[src/pkg/pwmt_pkg.sv]
package pwmt_pkg;
  // register indices, byte address is four times the index
  localparam logic [5:0] IDX_CTRL = 6'h00;
  localparam logic [5:0] IDX_CMD  = 6'h01;
  localparam logic [5:0] IDX_CMPB = 6'h03;
  localparam logic [5:0] IDX_EVA  = 6'h08;
  localparam logic [5:0] IDX_EVB  = 6'h09;
  localparam logic [5:0] IDX_IEN  = 6'h0C;
  localparam logic [5:0] IDX_IFL  = 6'h0D;
  localparam logic [5:0] IDX_STS  = 6'h0E;
  localparam logic [5:0] IDX_ICLR = 6'h1C;
  // event control fields
  localparam int CFG_HI = 7;
  localparam int CFG_LO = 6;
  localparam int POL_B  = 4;
  localparam int ACT_B  = 2;
  localparam int TEN_B  = 0;
  localparam logic [1:0] CFG_FILT  = 2'h1;
  localparam logic [1:0] CFG_ASYNC = 2'h2;
  // flag, enable and status bits
  localparam int FL_TB   = 3;
  localparam int FL_TA   = 2;
  localparam int FL_OVF  = 0;
  localparam int ST_ACTB = 7;
  localparam int ST_ACTA = 6;
  localparam int ST_CMD  = 1;
  localparam int ST_EN   = 0;
  localparam logic [7:0] IRQ_MASK = 8'h0D;
  localparam logic [7:0] ACT_MASK = 8'hC0;
  // own control and command bits
  localparam int CT_EN   = 0;
  localparam int CT_AUTO = 1;
  localparam int CT_DRUN = 2;
  localparam logic [7:0] CTRL_MASK = 8'h07;
  localparam logic [4:0] CMD_MASK = 5'h1F;
  localparam int CM_STOP = 7;
  // filter and domain sync timing
  localparam int FILT_LEN = 4;
  localparam logic [FILT_LEN-1:0] FILT_ONES = 4'hF;
  localparam logic [FILT_LEN-1:0] FILT_ZERO = 4'h0;
  localparam int CLK_NS  = 50;
  localparam int SYNC_NS = 150;
  localparam int SYNC_CYC = (SYNC_NS + CLK_NS - 1) / CLK_NS;
  localparam int CNT_W = 2;
  localparam logic [CNT_W-1:0] CNT_ONE = 2'h1;
  localparam logic [CNT_W-1:0] CNT_ZERO = 2'h0;
  localparam logic [1:0] RESP_OK  = 2'h0;
  localparam logic [1:0] RESP_ERR = 2'h2;
endpackage : pwmt_pkg

[src/pwmt_event_status.sv]
// What this block does
// - filtered event changes only after four equal consecutive samples.
// - filter adds exactly four clock cycles of delay to the event path.
// - async qualification drives the async fault output straight from the pin.
// - config field 7:6: 0 none, 1 filter, 2 async, others reserved.
// - bit 4 picks polarity: 0 falling or low, 1 rising or high.
// - bit 2: 0 fault only, 1 fault plus capture.
// - bit 0 enables the event as trigger for input A or B.
// - interrupt enables: bit 3 trigger B, bit 2 trigger A, bit 0 cycle end.
// - trigger B flag bit 3 set on trigger B, cleared by writing one.
// - trigger A flag bit 2 set on trigger A, cleared by writing one.
// - cycle end flag bit 0 set every cycle end, write one clears.
// - status bit 7 set on any output B toggle, write one clears.
// - status bit 6 set on any output A toggle, write one clears.
// - command ready drops on any command strobe, returns once synced.
// - enable ready drops on enable, stop, debug halt or release; rises when synced, or for a stop at the next cycle end, or on the next clock if the timer is off.
// - command strobes while a command is syncing are ignored.
// - enable writes while enable is syncing are ignored.
`timescale 1ns/1ps
module pwmt_event_status
  import pwmt_pkg::*;
(
  input  wire logic        clk,
  input  wire logic        reset,
  input  wire logic [7:0]  s_axi_awaddr,
  input  wire logic        s_axi_awvalid,
  output logic             s_axi_awready,
  input  wire logic [31:0] s_axi_wdata,
  input  wire logic [3:0]  s_axi_wstrb,
  input  wire logic        s_axi_wvalid,
  output logic             s_axi_wready,
  output logic [1:0]       s_axi_bresp,
  output logic             s_axi_bvalid,
  input  wire logic        s_axi_bready,
  input  wire logic [7:0]  s_axi_araddr,
  input  wire logic        s_axi_arvalid,
  output logic             s_axi_arready,
  output logic [31:0]      s_axi_rdata,
  output logic [1:0]       s_axi_rresp,
  output logic             s_axi_rvalid,
  input  wire logic        s_axi_rready,
  input  wire logic        event_a_in,
  input  wire logic        event_b_in,
  input  wire logic        waveform_output_a,
  input  wire logic        waveform_output_b,
  input  wire logic        cycle_end,
  input  wire logic        debug_break,
  output logic             fault_a,
  output logic             fault_b,
  output logic             capture_a,
  output logic             capture_b,
  output logic             fault_a_async,
  output logic             fault_b_async,
  output logic             cmd_eoc_load,
  output logic             cmd_imm_load,
  output logic             cmd_restart,
  output logic             cmd_grab_a,
  output logic             cmd_grab_b,
  output logic             timer_enable,
  output logic             irq
);

  function automatic logic is_idx(input logic [7:0] a,
                                  input logic [5:0] idx);
    is_idx = (a[7:2] == idx);
  endfunction : is_idx

  // register state
  logic [7:0] evctl_r [2];
  logic [7:0] ctrl_r, ien_r, fl_r, act_r, cmpb_r;
  logic [CNT_W-1:0] cmd_cnt_r, en_cnt_r;
  logic [4:0] cmd_pend_r;
  logic stop_pend_r, halt_prev_r;
  logic [7:0] rd_val;
  logic       map_r;

  // axi write channel state
  logic aw_held_r, w_held_r;
  logic [7:0] aw_addr_r, wd_r;
  logic wl0_r;

  wire aw_take = s_axi_awvalid & s_axi_awready;
  wire w_take  = s_axi_wvalid & s_axi_wready;
  wire wr_fire = aw_held_r & w_held_r;
  wire aw_held_nxt = aw_take | (aw_held_r & ~wr_fire);
  wire w_held_nxt  = w_take | (w_held_r & ~wr_fire);
  wire bvalid_nxt  = wr_fire | (s_axi_bvalid & ~s_axi_bready);
  wire ar_take = s_axi_arvalid & s_axi_arready;
  wire rvalid_nxt  = ar_take | (s_axi_rvalid & ~s_axi_rready);

  // address decode of the held write, byte lane 0 carries the data
  wire wr0   = wr_fire & wl0_r;
  wire wr_ct = wr0 & is_idx(aw_addr_r, IDX_CTRL);
  wire wr_cm = wr0 & is_idx(aw_addr_r, IDX_CMD);
  wire wr_cb = wr0 & is_idx(aw_addr_r, IDX_CMPB);
  wire wr_ea = wr0 & is_idx(aw_addr_r, IDX_EVA);
  wire wr_eb = wr0 & is_idx(aw_addr_r, IDX_EVB);
  wire wr_ie = wr0 & is_idx(aw_addr_r, IDX_IEN);
  wire wr_fl = wr0 & (is_idx(aw_addr_r, IDX_IFL) |
                      is_idx(aw_addr_r, IDX_ICLR));
  wire wr_st = wr0 & is_idx(aw_addr_r, IDX_STS);
  wire map_w = is_idx(aw_addr_r, IDX_CTRL) | is_idx(aw_addr_r, IDX_CMD) |
               is_idx(aw_addr_r, IDX_CMPB) | is_idx(aw_addr_r, IDX_EVA) |
               is_idx(aw_addr_r, IDX_EVB)  | is_idx(aw_addr_r, IDX_IEN) |
               is_idx(aw_addr_r, IDX_IFL)  | is_idx(aw_addr_r, IDX_ICLR) |
               is_idx(aw_addr_r, IDX_STS);

  // axi handshakes; one write and one read in flight at most
  always_ff @(posedge clk) begin
    if (reset) begin
      aw_held_r     <= 1'b0;
      w_held_r      <= 1'b0;
      s_axi_awready <= 1'b0;
      s_axi_wready  <= 1'b0;
      s_axi_bvalid  <= 1'b0;
      s_axi_bresp   <= RESP_OK;
      s_axi_arready <= 1'b0;
      s_axi_rvalid  <= 1'b0;
      s_axi_rresp   <= RESP_OK;
      s_axi_rdata   <= '0;
    end else begin
      aw_held_r     <= aw_held_nxt;
      w_held_r      <= w_held_nxt;
      s_axi_awready <= ~aw_held_nxt & ~bvalid_nxt;
      s_axi_wready  <= ~w_held_nxt & ~bvalid_nxt;
      s_axi_bvalid  <= bvalid_nxt;
      if (wr_fire)
        s_axi_bresp <= map_w ? RESP_OK : RESP_ERR;
      s_axi_rvalid  <= rvalid_nxt;
      s_axi_arready <= ~rvalid_nxt;
      if (ar_take) begin
        s_axi_rdata <= {24'h000000, rd_val};
        s_axi_rresp <= map_r ? RESP_OK : RESP_ERR;
      end
    end
  end

  // write payload is latched on its own handshake, no reset needed
  always_ff @(posedge clk) begin
    if (aw_take)
      aw_addr_r <= s_axi_awaddr;
    if (w_take) begin
      wd_r  <= s_axi_wdata[7:0];
      wl0_r <= s_axi_wstrb[0];
    end
  end

  // event inputs: two-stage sync, optional filter, polarity, edge
  wire [1:0] ev_pin = {event_b_in, event_a_in};
  logic ev_m_r [2];
  logic ev_s_r [2];
  logic [FILT_LEN-1:0] hist_r [2];
  logic filt_r [2];
  logic act_prev_r [2];
  logic fault_r [2];
  logic cap_r [2];
  logic filt_on [2];
  logic trig_hit [2];
  logic async_hit [2];

  for (genvar i = 0; i < 2; i++) begin : g_ev
    wire [1:0] cfg = evctl_r[i][CFG_HI:CFG_LO];
    wire lvl = filt_on[i] ? filt_r[i] : hist_r[i][0];
    wire act = evctl_r[i][POL_B] ? lvl : ~lvl;
    wire ten = evctl_r[i][TEN_B];
    wire hit = ten & act & ~act_prev_r[i];
    // reserved config codes behave as neither option
    assign filt_on[i]  = (cfg == CFG_FILT);
    assign trig_hit[i] = hit;
    // combinational on purpose: async qualification skips the clock
    assign async_hit[i] = ten & (cfg == CFG_ASYNC) &
                          (ev_pin[i] == evctl_r[i][POL_B]);

    always_ff @(posedge clk) begin
      if (reset) begin
        ev_m_r[i]     <= 1'b0;
        ev_s_r[i]     <= 1'b0;
        hist_r[i]     <= FILT_ZERO;
        filt_r[i]     <= 1'b0;
        act_prev_r[i] <= 1'b0;
        fault_r[i]    <= 1'b0;
        cap_r[i]      <= 1'b0;
      end else begin
        ev_m_r[i]     <= ev_pin[i];
        ev_s_r[i]     <= ev_m_r[i];
        hist_r[i]     <= {hist_r[i][FILT_LEN-2:0], ev_s_r[i]};
        if (hist_r[i] == FILT_ONES || hist_r[i] == FILT_ZERO)
          filt_r[i] <= hist_r[i][FILT_LEN-1];
        act_prev_r[i] <= act;
        fault_r[i]    <= ten & act;
        cap_r[i]      <= hit & evctl_r[i][ACT_B];
      end
    end
  end

  assign fault_a       = fault_r[0];
  assign fault_b       = fault_r[1];
  assign capture_a     = cap_r[0];
  assign capture_b     = cap_r[1];
  assign fault_a_async = async_hit[0];
  assign fault_b_async = async_hit[1];

  // flag set terms; a set in the clear cycle wins
  logic [7:0] fl_set, act_set;
  logic wo_a_prev_r, wo_b_prev_r;
  always_comb begin
    fl_set          = '0;
    fl_set[FL_TB]   = trig_hit[1];
    fl_set[FL_TA]   = trig_hit[0];
    fl_set[FL_OVF]  = cycle_end;
    act_set         = '0;
    act_set[ST_ACTB] = waveform_output_b ^ wo_b_prev_r;
    act_set[ST_ACTA] = waveform_output_a ^ wo_a_prev_r;
  end
  wire [7:0] fl_clr  = wr_fl ? wd_r : 8'h00;
  wire [7:0] act_clr = wr_st ? wd_r : 8'h00;
  wire [7:0] fl_nxt  = ((fl_r & ~fl_clr) | fl_set) & IRQ_MASK;
  wire [7:0] act_nxt = ((act_r & ~act_clr) | act_set) & ACT_MASK;
  wire       irq_src = |(fl_r & ien_r);

  // command sync: strobes pass to the timer side after SYNC_CYC
  wire cmd_rdy  = (cmd_cnt_r == CNT_ZERO);
  wire en_rdy   = (en_cnt_r == CNT_ZERO) & ~stop_pend_r;
  wire auto_ld  = wr_cb & ctrl_r[CT_AUTO];
  wire [4:0] cmd_req = (wr_cm ? (wd_r[4:0] & CMD_MASK) : 5'h00) |
                       {4'h0, auto_ld};
  wire cmd_go   = cmd_rdy & (cmd_req != 5'h00);
  wire cmd_fire = (cmd_cnt_r == CNT_ONE);
  wire halt     = debug_break & ~ctrl_r[CT_DRUN];
  wire en_wr_go = wr_ct & en_rdy;
  wire stop_go  = wr_cm & wd_r[CM_STOP] & en_rdy;
  wire en_go    = en_wr_go | (halt != halt_prev_r);

  // flags, status, config and the interrupt line
  always_ff @(posedge clk) begin
    if (reset) begin
      evctl_r[0]  <= 8'h00;
      evctl_r[1]  <= 8'h00;
      ien_r       <= 8'h00;
      fl_r        <= 8'h00;
      act_r       <= 8'h00;
      cmpb_r      <= 8'h00;
      wo_a_prev_r <= 1'b0;
      wo_b_prev_r <= 1'b0;
      irq         <= 1'b0;
    end else begin
      if (wr_ea) evctl_r[0] <= wd_r;
      if (wr_eb) evctl_r[1] <= wd_r;
      if (wr_ie) ien_r <= wd_r & IRQ_MASK;
      if (wr_cb) cmpb_r <= wd_r;
      fl_r        <= fl_nxt;
      act_r       <= act_nxt;
      wo_a_prev_r <= waveform_output_a;
      wo_b_prev_r <= waveform_output_b;
      irq         <= irq_src;
    end
  end

  // command and enable synchronisation toward the counter core
  always_ff @(posedge clk) begin
    if (reset) begin
      // both ready bits read low out of reset, then rise after one sync
      cmd_cnt_r    <= CNT_W'(SYNC_CYC);
      cmd_pend_r   <= 5'h00;
      en_cnt_r     <= CNT_W'(SYNC_CYC);
      ctrl_r       <= 8'h00;
      stop_pend_r  <= 1'b0;
      halt_prev_r  <= 1'b0;
      timer_enable <= 1'b0;
      {cmd_grab_b, cmd_grab_a, cmd_restart} <= 3'h0;
      {cmd_imm_load, cmd_eoc_load}          <= 2'h0;
    end else begin
      halt_prev_r <= halt;
      if (cmd_go) begin
        cmd_cnt_r  <= CNT_W'(SYNC_CYC);
        cmd_pend_r <= cmd_req;
      end else if (!cmd_rdy)
        cmd_cnt_r <= cmd_cnt_r - CNT_ONE;
      {cmd_grab_b, cmd_grab_a, cmd_restart, cmd_imm_load,
       cmd_eoc_load} <= cmd_fire ? cmd_pend_r : 5'h00;
      if (wr_ct)
        ctrl_r <= (wd_r & CTRL_MASK & ~(8'h01 << CT_EN)) |
                  (en_rdy ? (wd_r & 8'h01 << CT_EN)
                          : (ctrl_r & 8'h01 << CT_EN));
      if (en_go)
        en_cnt_r <= CNT_W'(SYNC_CYC);
      else if (en_cnt_r != CNT_ZERO)
        en_cnt_r <= en_cnt_r - CNT_ONE;
      if (en_cnt_r == CNT_ONE)
        timer_enable <= ctrl_r[CT_EN] & ~halt;
      if (stop_go)
        stop_pend_r <= 1'b1;
      else if (stop_pend_r & (cycle_end | ~timer_enable)) begin
        stop_pend_r       <= 1'b0;
        timer_enable      <= 1'b0;
        ctrl_r[CT_EN]     <= 1'b0;
      end
    end
  end

  // read data mux; strobe and clear registers read as zero
  logic [7:0] sts_val;
  always_comb begin
    sts_val         = act_r;
    sts_val[ST_CMD] = cmd_rdy;
    sts_val[ST_EN]  = en_rdy;
  end
  assign rd_val =
    is_idx(s_axi_araddr, IDX_CTRL) ? ctrl_r :
    is_idx(s_axi_araddr, IDX_CMPB) ? cmpb_r :
    is_idx(s_axi_araddr, IDX_EVA)  ? evctl_r[0] :
    is_idx(s_axi_araddr, IDX_EVB)  ? evctl_r[1] :
    is_idx(s_axi_araddr, IDX_IEN)  ? ien_r :
    is_idx(s_axi_araddr, IDX_IFL)  ? fl_r :
    is_idx(s_axi_araddr, IDX_STS)  ? sts_val : 8'h00;
  assign map_r = (rd_val != 8'h00) | is_idx(s_axi_araddr, IDX_CMD) |
    is_idx(s_axi_araddr, IDX_ICLR) | is_idx(s_axi_araddr, IDX_CTRL) |
    is_idx(s_axi_araddr, IDX_CMPB) | is_idx(s_axi_araddr, IDX_EVA) |
    is_idx(s_axi_araddr, IDX_EVB)  | is_idx(s_axi_araddr, IDX_IEN) |
    is_idx(s_axi_araddr, IDX_IFL)  | is_idx(s_axi_araddr, IDX_STS);

  // checks
  filter_agree_a: assert property (@(posedge clk) disable iff (reset)
    $changed(filt_r[0]) |->
      ($past(hist_r[0]) == FILT_ONES || $past(hist_r[0]) == FILT_ZERO))
    else $error("filter moved without four equal samples");
  filter_delay_a: assert property (@(posedge clk) disable iff (reset)
    (filt_on[0] && hist_r[0] == FILT_ONES && !filt_r[0]) |=> filt_r[0])
    else $error("filter output late");
  async_path_a: assert property (@(posedge clk) disable iff (reset)
    (evctl_r[0][CFG_HI:CFG_LO] == CFG_ASYNC && evctl_r[0][TEN_B] &&
     event_a_in == evctl_r[0][POL_B]) |-> fault_a_async)
    else $error("async fault missing");
  trig_flag_a: assert property (@(posedge clk) disable iff (reset)
    trig_hit[0] |=> fl_r[FL_TA])
    else $error("trigger A flag not set");
  ovf_flag_a: assert property (@(posedge clk) disable iff (reset)
    cycle_end |=> fl_r[FL_OVF])
    else $error("cycle end flag not set");
  act_b_set_a: assert property (@(posedge clk) disable iff (reset)
    $changed(waveform_output_b) |=> act_r[ST_ACTB])
    else $error("output B activity missed");
  cmd_ready_a: assert property (@(posedge clk) disable iff (reset)
    cmd_go |=> !cmd_rdy [*3] ##1 cmd_rdy)
    else $error("command ready timing wrong");
  cmd_ignore_a: assert property (@(posedge clk) disable iff (reset)
    (wr_cm && !cmd_rdy) |=> $stable(cmd_pend_r))
    else $error("command taken while busy");
  en_ready_a: assert property (@(posedge clk) disable iff (reset)
    en_wr_go |=> !en_rdy ##3 en_rdy || stop_pend_r)
    else $error("enable ready timing wrong");
  irq_level_a: assert property (@(posedge clk) disable iff (reset)
    ##1 irq == $past(irq_src))
    else $error("irq does not follow flags");

endmodule : pwmt_event_status
[config.mk]
export PLATFORM = sky130hd
export DESIGN_NAME = pwmt_event_status
export DESIGN_NICKNAME = d
export VERILOG_FILES = /design/src/pkg/pwmt_pkg.sv /design/src/pwmt_event_status.sv
export SDC_FILE = /design/constraint.sdc
export NUM_CORES = 1
export LEC_CHECK = 0
export ABC_AREA = 1
export BUFFER_PORTS_ARGS = -buffer_cell sky130_fd_sc_hd__buf_2
export CAP_MARGIN = 20
export CORE_MARGIN = 1.5
export CORE_UTILIZATION = 59
export CTS_BUF_LIST = sky130_fd_sc_hd__clkbuf_8
export CTS_CLUSTER_SIZE = 40
export DETAILED_ROUTE_END_ITERATION = 12
export GPL_ROUTABILITY_DRIVEN = 0
export PLACE_DENSITY = 0.91
export SETUP_SLACK_MARGIN = 0.2
export SLEW_MARGIN = 20
export SYNTH_ARGS = -nofsm -noshare
export SYNTH_HDL_FRONTEND = slang
export SYNTH_SLANG_ARGS = --single-unit
[constraint.sdc]
create_clock -name clk -period 2.6 [get_ports clk]
set_input_delay 0.78 -clock clk [delete_from_list [all_inputs] [get_ports clk]]
set_output_delay 0.78 -clock clk [all_outputs]
set_load 0.005 [all_outputs]
Word level (Yosys, flattened, before mapping)
Memories as Yosys holds them, arrays and structs flattened.
Cells that the tools add are included.
- flip-flop bits (word level): 81
- memory bits (writable): 36
- input bits: 65
- output and inout bits: 54
- logic and storage cells: 248
- memories kept: 8
- memory list (memory ; words ; bits a word ; rd ports ; clocked after Yosys merged registers in ; write ports ; line ; source):
    evctl_r ; 2 ; 8 ; 2 ; 0 ; 2 ; pwmt_event_status.sv:69 ; logic [7:0] evctl_r [2];
    hist_r ; 2 ; 4 ; 2 ; 0 ; 2 ; pwmt_event_status.sv:152 ; logic [FILT_LEN-1:0] hist_r [2];
    act_prev_r ; 2 ; 1 ; 2 ; 0 ; 2 ; pwmt_event_status.sv:154 ; logic act_prev_r [2];
    cap_r ; 2 ; 1 ; 2 ; 0 ; 2 ; pwmt_event_status.sv:156 ; logic cap_r [2];
    ev_m_r ; 2 ; 1 ; 2 ; 0 ; 2 ; pwmt_event_status.sv:150 ; logic ev_m_r [2];
    ev_s_r ; 2 ; 1 ; 2 ; 0 ; 2 ; pwmt_event_status.sv:151 ; logic ev_s_r [2];
    2 more memories ; n/a ; n/a ; n/a ; n/a ; n/a ; n/a ;
- add/sub/neg operators: 2
- equal/unequal tests: 27
- muxes and demuxes: 56
- bitwise operators: 105
- reduce and logical (&&, ||, !) cells: 16
- operators by type and width (kind ; number):
    8-bit two-way mux ; 10
    6-bit by 4-bit == test with 1-bit output, second input constant ; 10
    1-bit two-way mux ; 40
    1-bit OR ; 40
    1-bit bitwise AND ; 38
    1-bit inverter ; 16
    6-bit by 1-bit == test with 1-bit output, second input constant ; 2
    6-bit by 2-bit == test with 1-bit output, second input constant ; 2
    6-bit by 5-bit == test with 1-bit output, second input constant ; 2
    6-bit zero test ; 2
    4-bit two-way mux ; 3
    4-bit bitwise AND ; 2
    8-bit bitwise AND ; 1
    2-bit by 1-bit == test with 1-bit output, second input constant ; 4
    4-bit == test, second input constant ; 2
    4-bit zero test ; 2
    8-bit inverter ; 1
    8-bit OR ; 1
    8-bit nonzero test ; 1
    8-bit OR reduction ; 1
    2-bit OR reduction ; 3
    5-bit two-way mux ; 1
    5-bit by 1-bit OR with 5-bit output ; 1
    5-bit nonzero test ; 1
    other kinds (12) ; 20

Logic depth before layout (Yosys ltp)
Gate-level depths: netlist of run 1.
- word-level depth: 20
- gate-level depth with buffers: 12
- mapped depth without buffers: 12

Least setup slack after synthesis of run 1
OpenSTA, ideal clock, no wires.
- kind: input to output
- start: input event_a_in
- end: output fault_a_async
- data arrival time: 1.124 ns
- data required time: 1.820 ns
- setup slack: 0.696 ns
- stages: 2
- path buffers: 0
- cell sequence: xor2_1 nor4_1
- word-level cells in the longest chain between the ends: 2
- RTL lines (element ; line ; source):
    from (decl) ; pwmt_event_status.sv:42 ; input wire logic event_a_in,
    1-bit == test ; pwmt_event_status.sv:172 ; (ev_pin[i] == evctl_r[i][POL_B]);
    1-bit bitwise AND ; pwmt_event_status.sv:171 ; assign async_hit[i] = ten & (cfg == CFG_ASYNC) &
    to (decl) ; pwmt_event_status.sv:52 ; output logic fault_a_async,
Every way passes these cells.

==> results of run 1 <==
through the flow:
| step | instances | utilization | hold WS (ns) |
|---|---|---|---|
| CTS | 718 | 0.674 | 0.412 |
| global placement | 702 | 0.649 | 0.390 |
| finish | 718 | 0.674 | 0.410 |
| global route | 718 | 0.674 | 0.433 |
| floorplan | 572 | - | 0.388 |
| detailed placement | 702 | 0.649 | 0.396 |
power by group through the flow:
stage / clock [mW] / sequential, mW / combinational, mW
floorplan: 0 / 1.86 / 0.197
global placement: 0 / 1.86 / 0.244
detailed placement: 0 / 1.87 / 0.258
CTS: 1.00 / 1.83 / 0.261
global route: 1.06 / 1.84 / 0.293
finish: 0.998 / 1.83 / 0.261
cell families (layout without fill, tap and decap cells):
group / Yosys count / count (layout) / share of synthesized area
flops: 107 / 107 / 0.522
xor+xnor: 7 / 7 / 0.0129
compound gates: 80 / 80 / 0.0954
other cells: 1 / 26 / 0.000792
fa+ha+maj: 4 / 4 / 0.0106
buf+inv: 119 / 163 / 0.118
simple gates: 229 / 229 / 0.241
worst paths after layout:
check / startpoint / end / cells past startpoint
setup / recovery: evctl_r[0][4] / fault_a_async / 3
hold / removal: ev_m_r[1] / ev_s_r[1] / 2
setup reg to reg: aw_addr_r[7] / evctl_r[0][3] / 5
hold reg to reg: ev_m_r[1] / ev_s_r[1] / 2
critical path: stages (launching register included):
cell and delay [ns]:
edfxtp_1 0.48, xor2_1 0.20, nor4_1 0.21, buf_2 0.17
layer usage:
| layer | vias to the layer above | share of wire | track usage |
|---|---|---|---|
| met5 | - | 0 | 0 |
| li1 | 1830 | - | - |
| met3 | 29 | 0.073 | 0.0476 |
| met4 | 0 | 0.034 | 0.144 |
| met2 | 192 | 0.49 | 0.409 |
| met1 | 1733 | 0.40 | 0.275 |
cell type report:
cell class	count	area, sq um
fill	618	2530
sequential	107	2470
multi-input combinational	346	1800
timing repair buffer	64	328
inverter	83	315
tap	102	128
clock buffer	9	124
clock inverter	7	67.6
state kept, by name, summed over array words and instances, names as in the netlist, 5 cells and up:
signal,flops
hist_r,8
evctl_r,16
s_axi_rdata,8
cmd_pend_r,5
aw_addr_r,6
wd_r,8
cmpb_r,8
layout by cell type (no fill, tap or decap), types with 3 or more instances in the layout:
master	n
clkbuf_8	9
clkinv_1	4
nand2_1	88
o21ai_0	27
nand3_4	3
nor2_8	3
nor2_1	70
nand4_1	8
edfxtp_1	33
nand3_1	25
conb_1	26
ha_1	4
inv_4	3
dfxtp_1	74
xnor2_1	4
inv_2	9
xor2_1	3
o21ai_1	8
buf_2	61
inv_1	69
nand2_2	5
a21oi_1	31
nor2_4	4
buf_4	3
nor2_2	9
==> impl_metrics.json, run 1 <==
{
  "power_frac_seq": 0.592,
  "rrSetupSlack_ns": 0.80,
  "die_w_um": 92.6,
  "run_status": "finished clean",
  "clk_pin_slew_ns": 0.10,
  "ant_nets": 0,
  "dp_hpwl_mm": 7.24,
  "ys.flop_type": "dfxtp_1",
  "cts_buffer_depth": 2,
  "start_util": 0.610,
  "rsz0062_at_grt": "no",
  "slew_violations": 0,
  "clockRootBuffer": "clkbuf_8",
  "clock_latency_ns": 0.37,
  "final_cell_area_sq_mm": 0.00524,
  "start_kind": "register",
  "antenna_found_initial": 0,
  "yosys_register_bits": 107,
  "grt_usage": 0.239,
  "max_clock_freq_mhz": 453,
  "io_pins": 119,
  "vias": 3784,
  "io_buffers": 61,
  "first_pass_iters": 6,
  "yosysTopAreaCell": "dfxtp_1",
  "area_delta_synth_final_pct": 10.5,
  "drive_gt1_frac": 0.203,
  "ys_async_sr_fraction": 0,
  "cts_buffers": 9,
  "synth-edff-count": 33,
  "syn_area_sq_mm": 0.00474,
  "hp-class": "register to register",
  "syn_area_per_cell_sq_um": 8.66,
  "irDropWorstVdd_mv": 0.402,
  "finalWirelength_mm": 9.86,
  "power.leakage_nw": 2.46,
  "p_int_mw": 2.32,
  "maxCapViolations": 0,
  "fin_crit_sh": 0.850,
  "fin_crit_ns": 2.21,
  "grt_max_degree": 38,
  "power_mw": 3.09,
  "rows": 32,
  "fp.dieH_um": 92.6,
  "vias_per_cell": 5.27,
  "placed_area_sq_mm": 0.00504,
  "combPwrFrac": 0.085,
  "synth.most_common_cell": "nand2_1",
  "synth_warnings": 0,
  "synth_common_cells": "88 x nand2_1, 74 x dfxtp_1, 70 x nor2_1",
  "finalHoldViolCount": 0,
  "diodes": 0,
  "fin_skew_ns": 0.00991,
  "path_class": "register to primary output",
  "cp_max_fo": 3,
  "coreArea_sq_mm": 0.00777,
  "setup_viol": 0,
  "critPathCaptureType": "primary output",
  "yosysSeqAreaShare": 0.522,
  "place_ws_ns": 0.412,
  "dieArea_sq_mm": 0.00858,
  "required_ns": 1.82,
  "first_iter_violations": 235,
  "pwr-share-clk": 0.323,
  "htreeDepth": 3,
  "cts_setup_buffers": 0,
  "grt_pass1_vias": 3543,
  "p_switching_mw": 0.768,
  "relSlewSlack": 0.663,
  "worstMarginPinSlew_ns": 0.502,
  "synth_top_cell_area_share": 0.313,
  "final_nets": 680,
  "grt_pass1_wl_mm": 15.8,
  "crit_arrival_ns": 1.43,
  "post-route-drc-count": 0,
  "cts_resized": 0,
  "final.setup.worst_slack_ns": 0.391,
  "clkSinkCount": 107,
  "p_per_area_mw_per_mm2": 590,
  "fin_tns_setup_ns": 0,
  "grt.overflow.total": 0,
  "yosysUniqueCellTypes": 45,
  "synthCells": 547,
  "ys_top_cells_by_area": "dfxtp_1 31%, edfxtp_1 21%, nand2_1 7.0%",
  "cts_tree": "yes",
  "ctsHoldBuffers": 0,
  "p_sw_frac": 0.249,
  "detail_route.wl_per_cell_um": 13.7
}
No activity file was read; power rests on OpenSTA's default activity.
==> inputs of run 2 (changes only) <==
Settings changed: ABC_AREA 1 to 0, CORE_UTILIZATION 59 to 49, PLACE_DENSITY 0.91 to 0.82.
Clock period 2.6 ns to 2 ns, I/O delays scaled along.
==> impl_metrics.json, run 2 <==
{
  "dp_hpwl_mm": 7.62,
  "grt_pass1_vias": 3434,
  "dr_wl_met2_mm": 5.30,
  "run_status": "finished clean",
  "synth-compound-area-share": 0.100,
  "placedCellCount": 637,
  "cts_tree": "yes",
  "rsz0062_at_grt": "yes",
  "synthCells": 449,
  "irDropWorstVdd_mv": 0.468,
  "detail_route.wl_per_cell_um": 16.1,
  "ys_async_sr_fraction": 0,
  "finalWirelength_mm": 10.6,
  "rows": 35,
  "grt_usage": 0.216,
  "hp-class": "input pin to register",
  "fin_skew_ns": 0.0117,
  "grt_max_degree": 19,
  "clockRootBuffer": "clkbuf_8",
  "grt.overflow.total": 0,
  "path_class": "register to primary output",
  "ant_nets": 0,
  "io_pins": 119,
  "synthXorXnorAreaFrac": 0.0133,
  "vias_per_cell": 5.44,
  "synth.most_common_cell": "dfxtp_1",
  "p_sw_frac": 0.246,
  "power.leakage_nw": 2.25,
  "clk_pin_slew_ns": 0.10,
  "yosysTopAreaCell": "dfxtp_1",
  "cts_buffers": 9,
  "synthMuxAreaShare": 0.0247,
  "start_kind": "register",
  "diodes": 0,
  "route.met3.wl_um": 673,
  "yosys_register_bits": 107,
  "finalHoldViolCount": 0,
  "synthAdderAreaFrac": 0.0152,
  "drive_gt1_frac": 0.282,
  "ys_top_cells_by_area": "dfxtp_1 32%, edfxtp_1 22%, buf_4 4.6%",
  "synth_common_cells": "74 x dfxtp_1, 43 x nand2_1, 34 x nor2_1",
  "critPathCaptureType": "primary output",
  "final_nets": 614,
  "fin_crit_sh": 0.941,
  "largest_reg_flops": 16,
  "yosysSeqAreaShare": 0.537,
  "stdcell_count": 661,
  "crit_arrival_ns": 1.28,
  "p_int_mw": 3.05,
  "htreeDepth": 3,
  "power_mw": 4.04,
  "maxCapViolations": 0,
  "area_delta_synth_final_pct": 18.7,
  "synth-simple-area-share": 0.231,
  "relSlewSlack": 0.663,
  "mostFrequentLayoutCells": "72 x dfxtp_1, 61 x buf_2, 42 x buf_4, 40 x nand2_1",
  "max_clock_freq_mhz": 532,
  "cp_max_fo": 2,
  "coreArea_sq_mm": 0.00920,
  "top_register": "evctl_r",
  "p_per_area_mw_per_mm2": 739,
  "vias": 3596,
  "synth_warnings": 0,
  "fp.dieH_um": 100,
  "synth_top_cell_area_share": 0.322,
  "ys.flop_type": "dfxtp_1",
  "syn_area_per_cell_sq_um": 10.3,
  "pwr-share-clk": 0.330,
  "first_pass_iters": 5,
  "final_common_cell": "dfxtp_1",
  "first_iter_violations": 248,
  "post-route-drc-count": 0,
  "clkSinkCount": 107,
  "start_util": 0.501,
  "clock_latency_ns": 0.37,
  "p_switching_mw": 0.993,
  "dieArea_sq_mm": 0.00999,
  "grt_pass1_wl_mm": 16.6,
  "cts_buffer_depth": 2,
  "synth-edff-count": 33,
  "antenna_found_initial": 0,
  "die_w_um": 100,
  "ctsHoldBuffers": 0,
  "wirelength_met1_mm": 4.25,
  "slew_violations": 0,
  "io_buffers": 61,
  "setup_viol": 0,
  "highest_layer": "met4",
  "yosysUniqueCellTypes": 64,
  "fin_crit_ns": 1.88,
  "postLayoutCoreUtil": 0.594,
  "power_frac_seq": 0.587,
  "required_ns": 1.40,
  "worstMarginPinSlew_ns": 0.501,
  "syn_area_sq_mm": 0.00461,
  "synth_top_family_by_area": "simple AND/OR/NAND/NOR gates",
  "combPwrFrac": 0.083
}
run 2: changes by cell type after synthesis, moves of 6 or more:
cell	before	now
nand2b_1	0	6
inv_1	68	15
o21ai_1	8	0
clkbuf_1	3	10
nor2b_1	0	22
inv_2	9	1
nand2_1	88	43
nand3_1	25	9
and2_1	0	17
a21oi_1	31	25
nor2_2	9	1
nor3_1	2	8
mux2i_1	0	8
nor2_1	70	34
run 2: logic make-up (layout without fill, tap and decap cells):
family | after synthesis | after routing
and+or+nand+nor | 184 | 184
DFF | 107 | 107
AOI/OAI and AO/OA | 74 | 74
buffers and inverters | 60 | 136
muxes | 10 | 10
xor gates and xnor gates | 7 | 7
adders and majority gates | 6 | 6
other | 1 | 26
run 2: repair_timing:
| item | in CTS | in global routing |
|---|---|---|
| resized for setup | 5 | 17 |
| gates cloned | 0 | 0 |
| endpoints found under the setup margin | 7 | 19 |
| setup buffers | 7 | 1 |
| hold endpoints to repair | 0 | 0 |
| pin swaps | 7 | 8 |
run 2: cell type report:
class                   count  area, sq um
fillers                   739         3730
clock buffers               9          124
multi-input cells         307         1960
clock inverters             7         73.8
flip-flops and latches    107         2470
inverters                  16         60.1
well taps                 111          139
repair buffers            104          632
run 2: per-stage QoR:
step / worst slack, ns / hold slack, ns / setup TNS (ns) / instance area (sq um)
detailed placement: -0.0960 / 0.417 / -0.279 / 5120
finish: 0.119 / 0.394 / 0 / 5470
CTS: 0.102 / 0.382 / 0 / 5380
floorplan: 0.0913 / 0.392 / 0 / 4710
global placement: -0.0852 / 0.418 / -0.197 / 5120
global route: 0.0774 / 0.382 / 0 / 5470
run 2: path summary, 6_finish.rpt:
path	slack [ns]	from	cells past startpoint	endpoint
setup / recovery	0.12	evctl_r[0][12]	3	fault_b_async
hold / removal	0.39	s_axi_wdata[2]	1	wd_r[2]
setup reg to reg	0.21	aw_addr_r[6]	5	cmd_pend_r[1]
hold reg to reg	0.43	act_prev_r[0]	1	cap_r[0]
run 2: worst max-delay path: stages (launching register included):
cell      delay, ns
edfxtp_1       0.42
xor2_1         0.17
nor3_2         0.19
buf_2          0.14
run 2: power by group through the flow:
stage / Clock (mW) / Combinational, mW / Sequential [mW]
CTS: 1.35 / 0.323 / 2.37
global route: 1.44 / 0.371 / 2.38
detailed placement: 0 / 0.314 / 2.42
global placement: 0 / 0.302 / 2.42
floorplan: 0 / 0.240 / 2.40
finish: 1.33 / 0.333 / 2.37
run 2: metal layers:
metal	vias up	global-route usage
met4	0	0.116
met1	1704	0.251
li1	1719	-
met3	32	0.0550
met2	141	0.368
met5	-	0
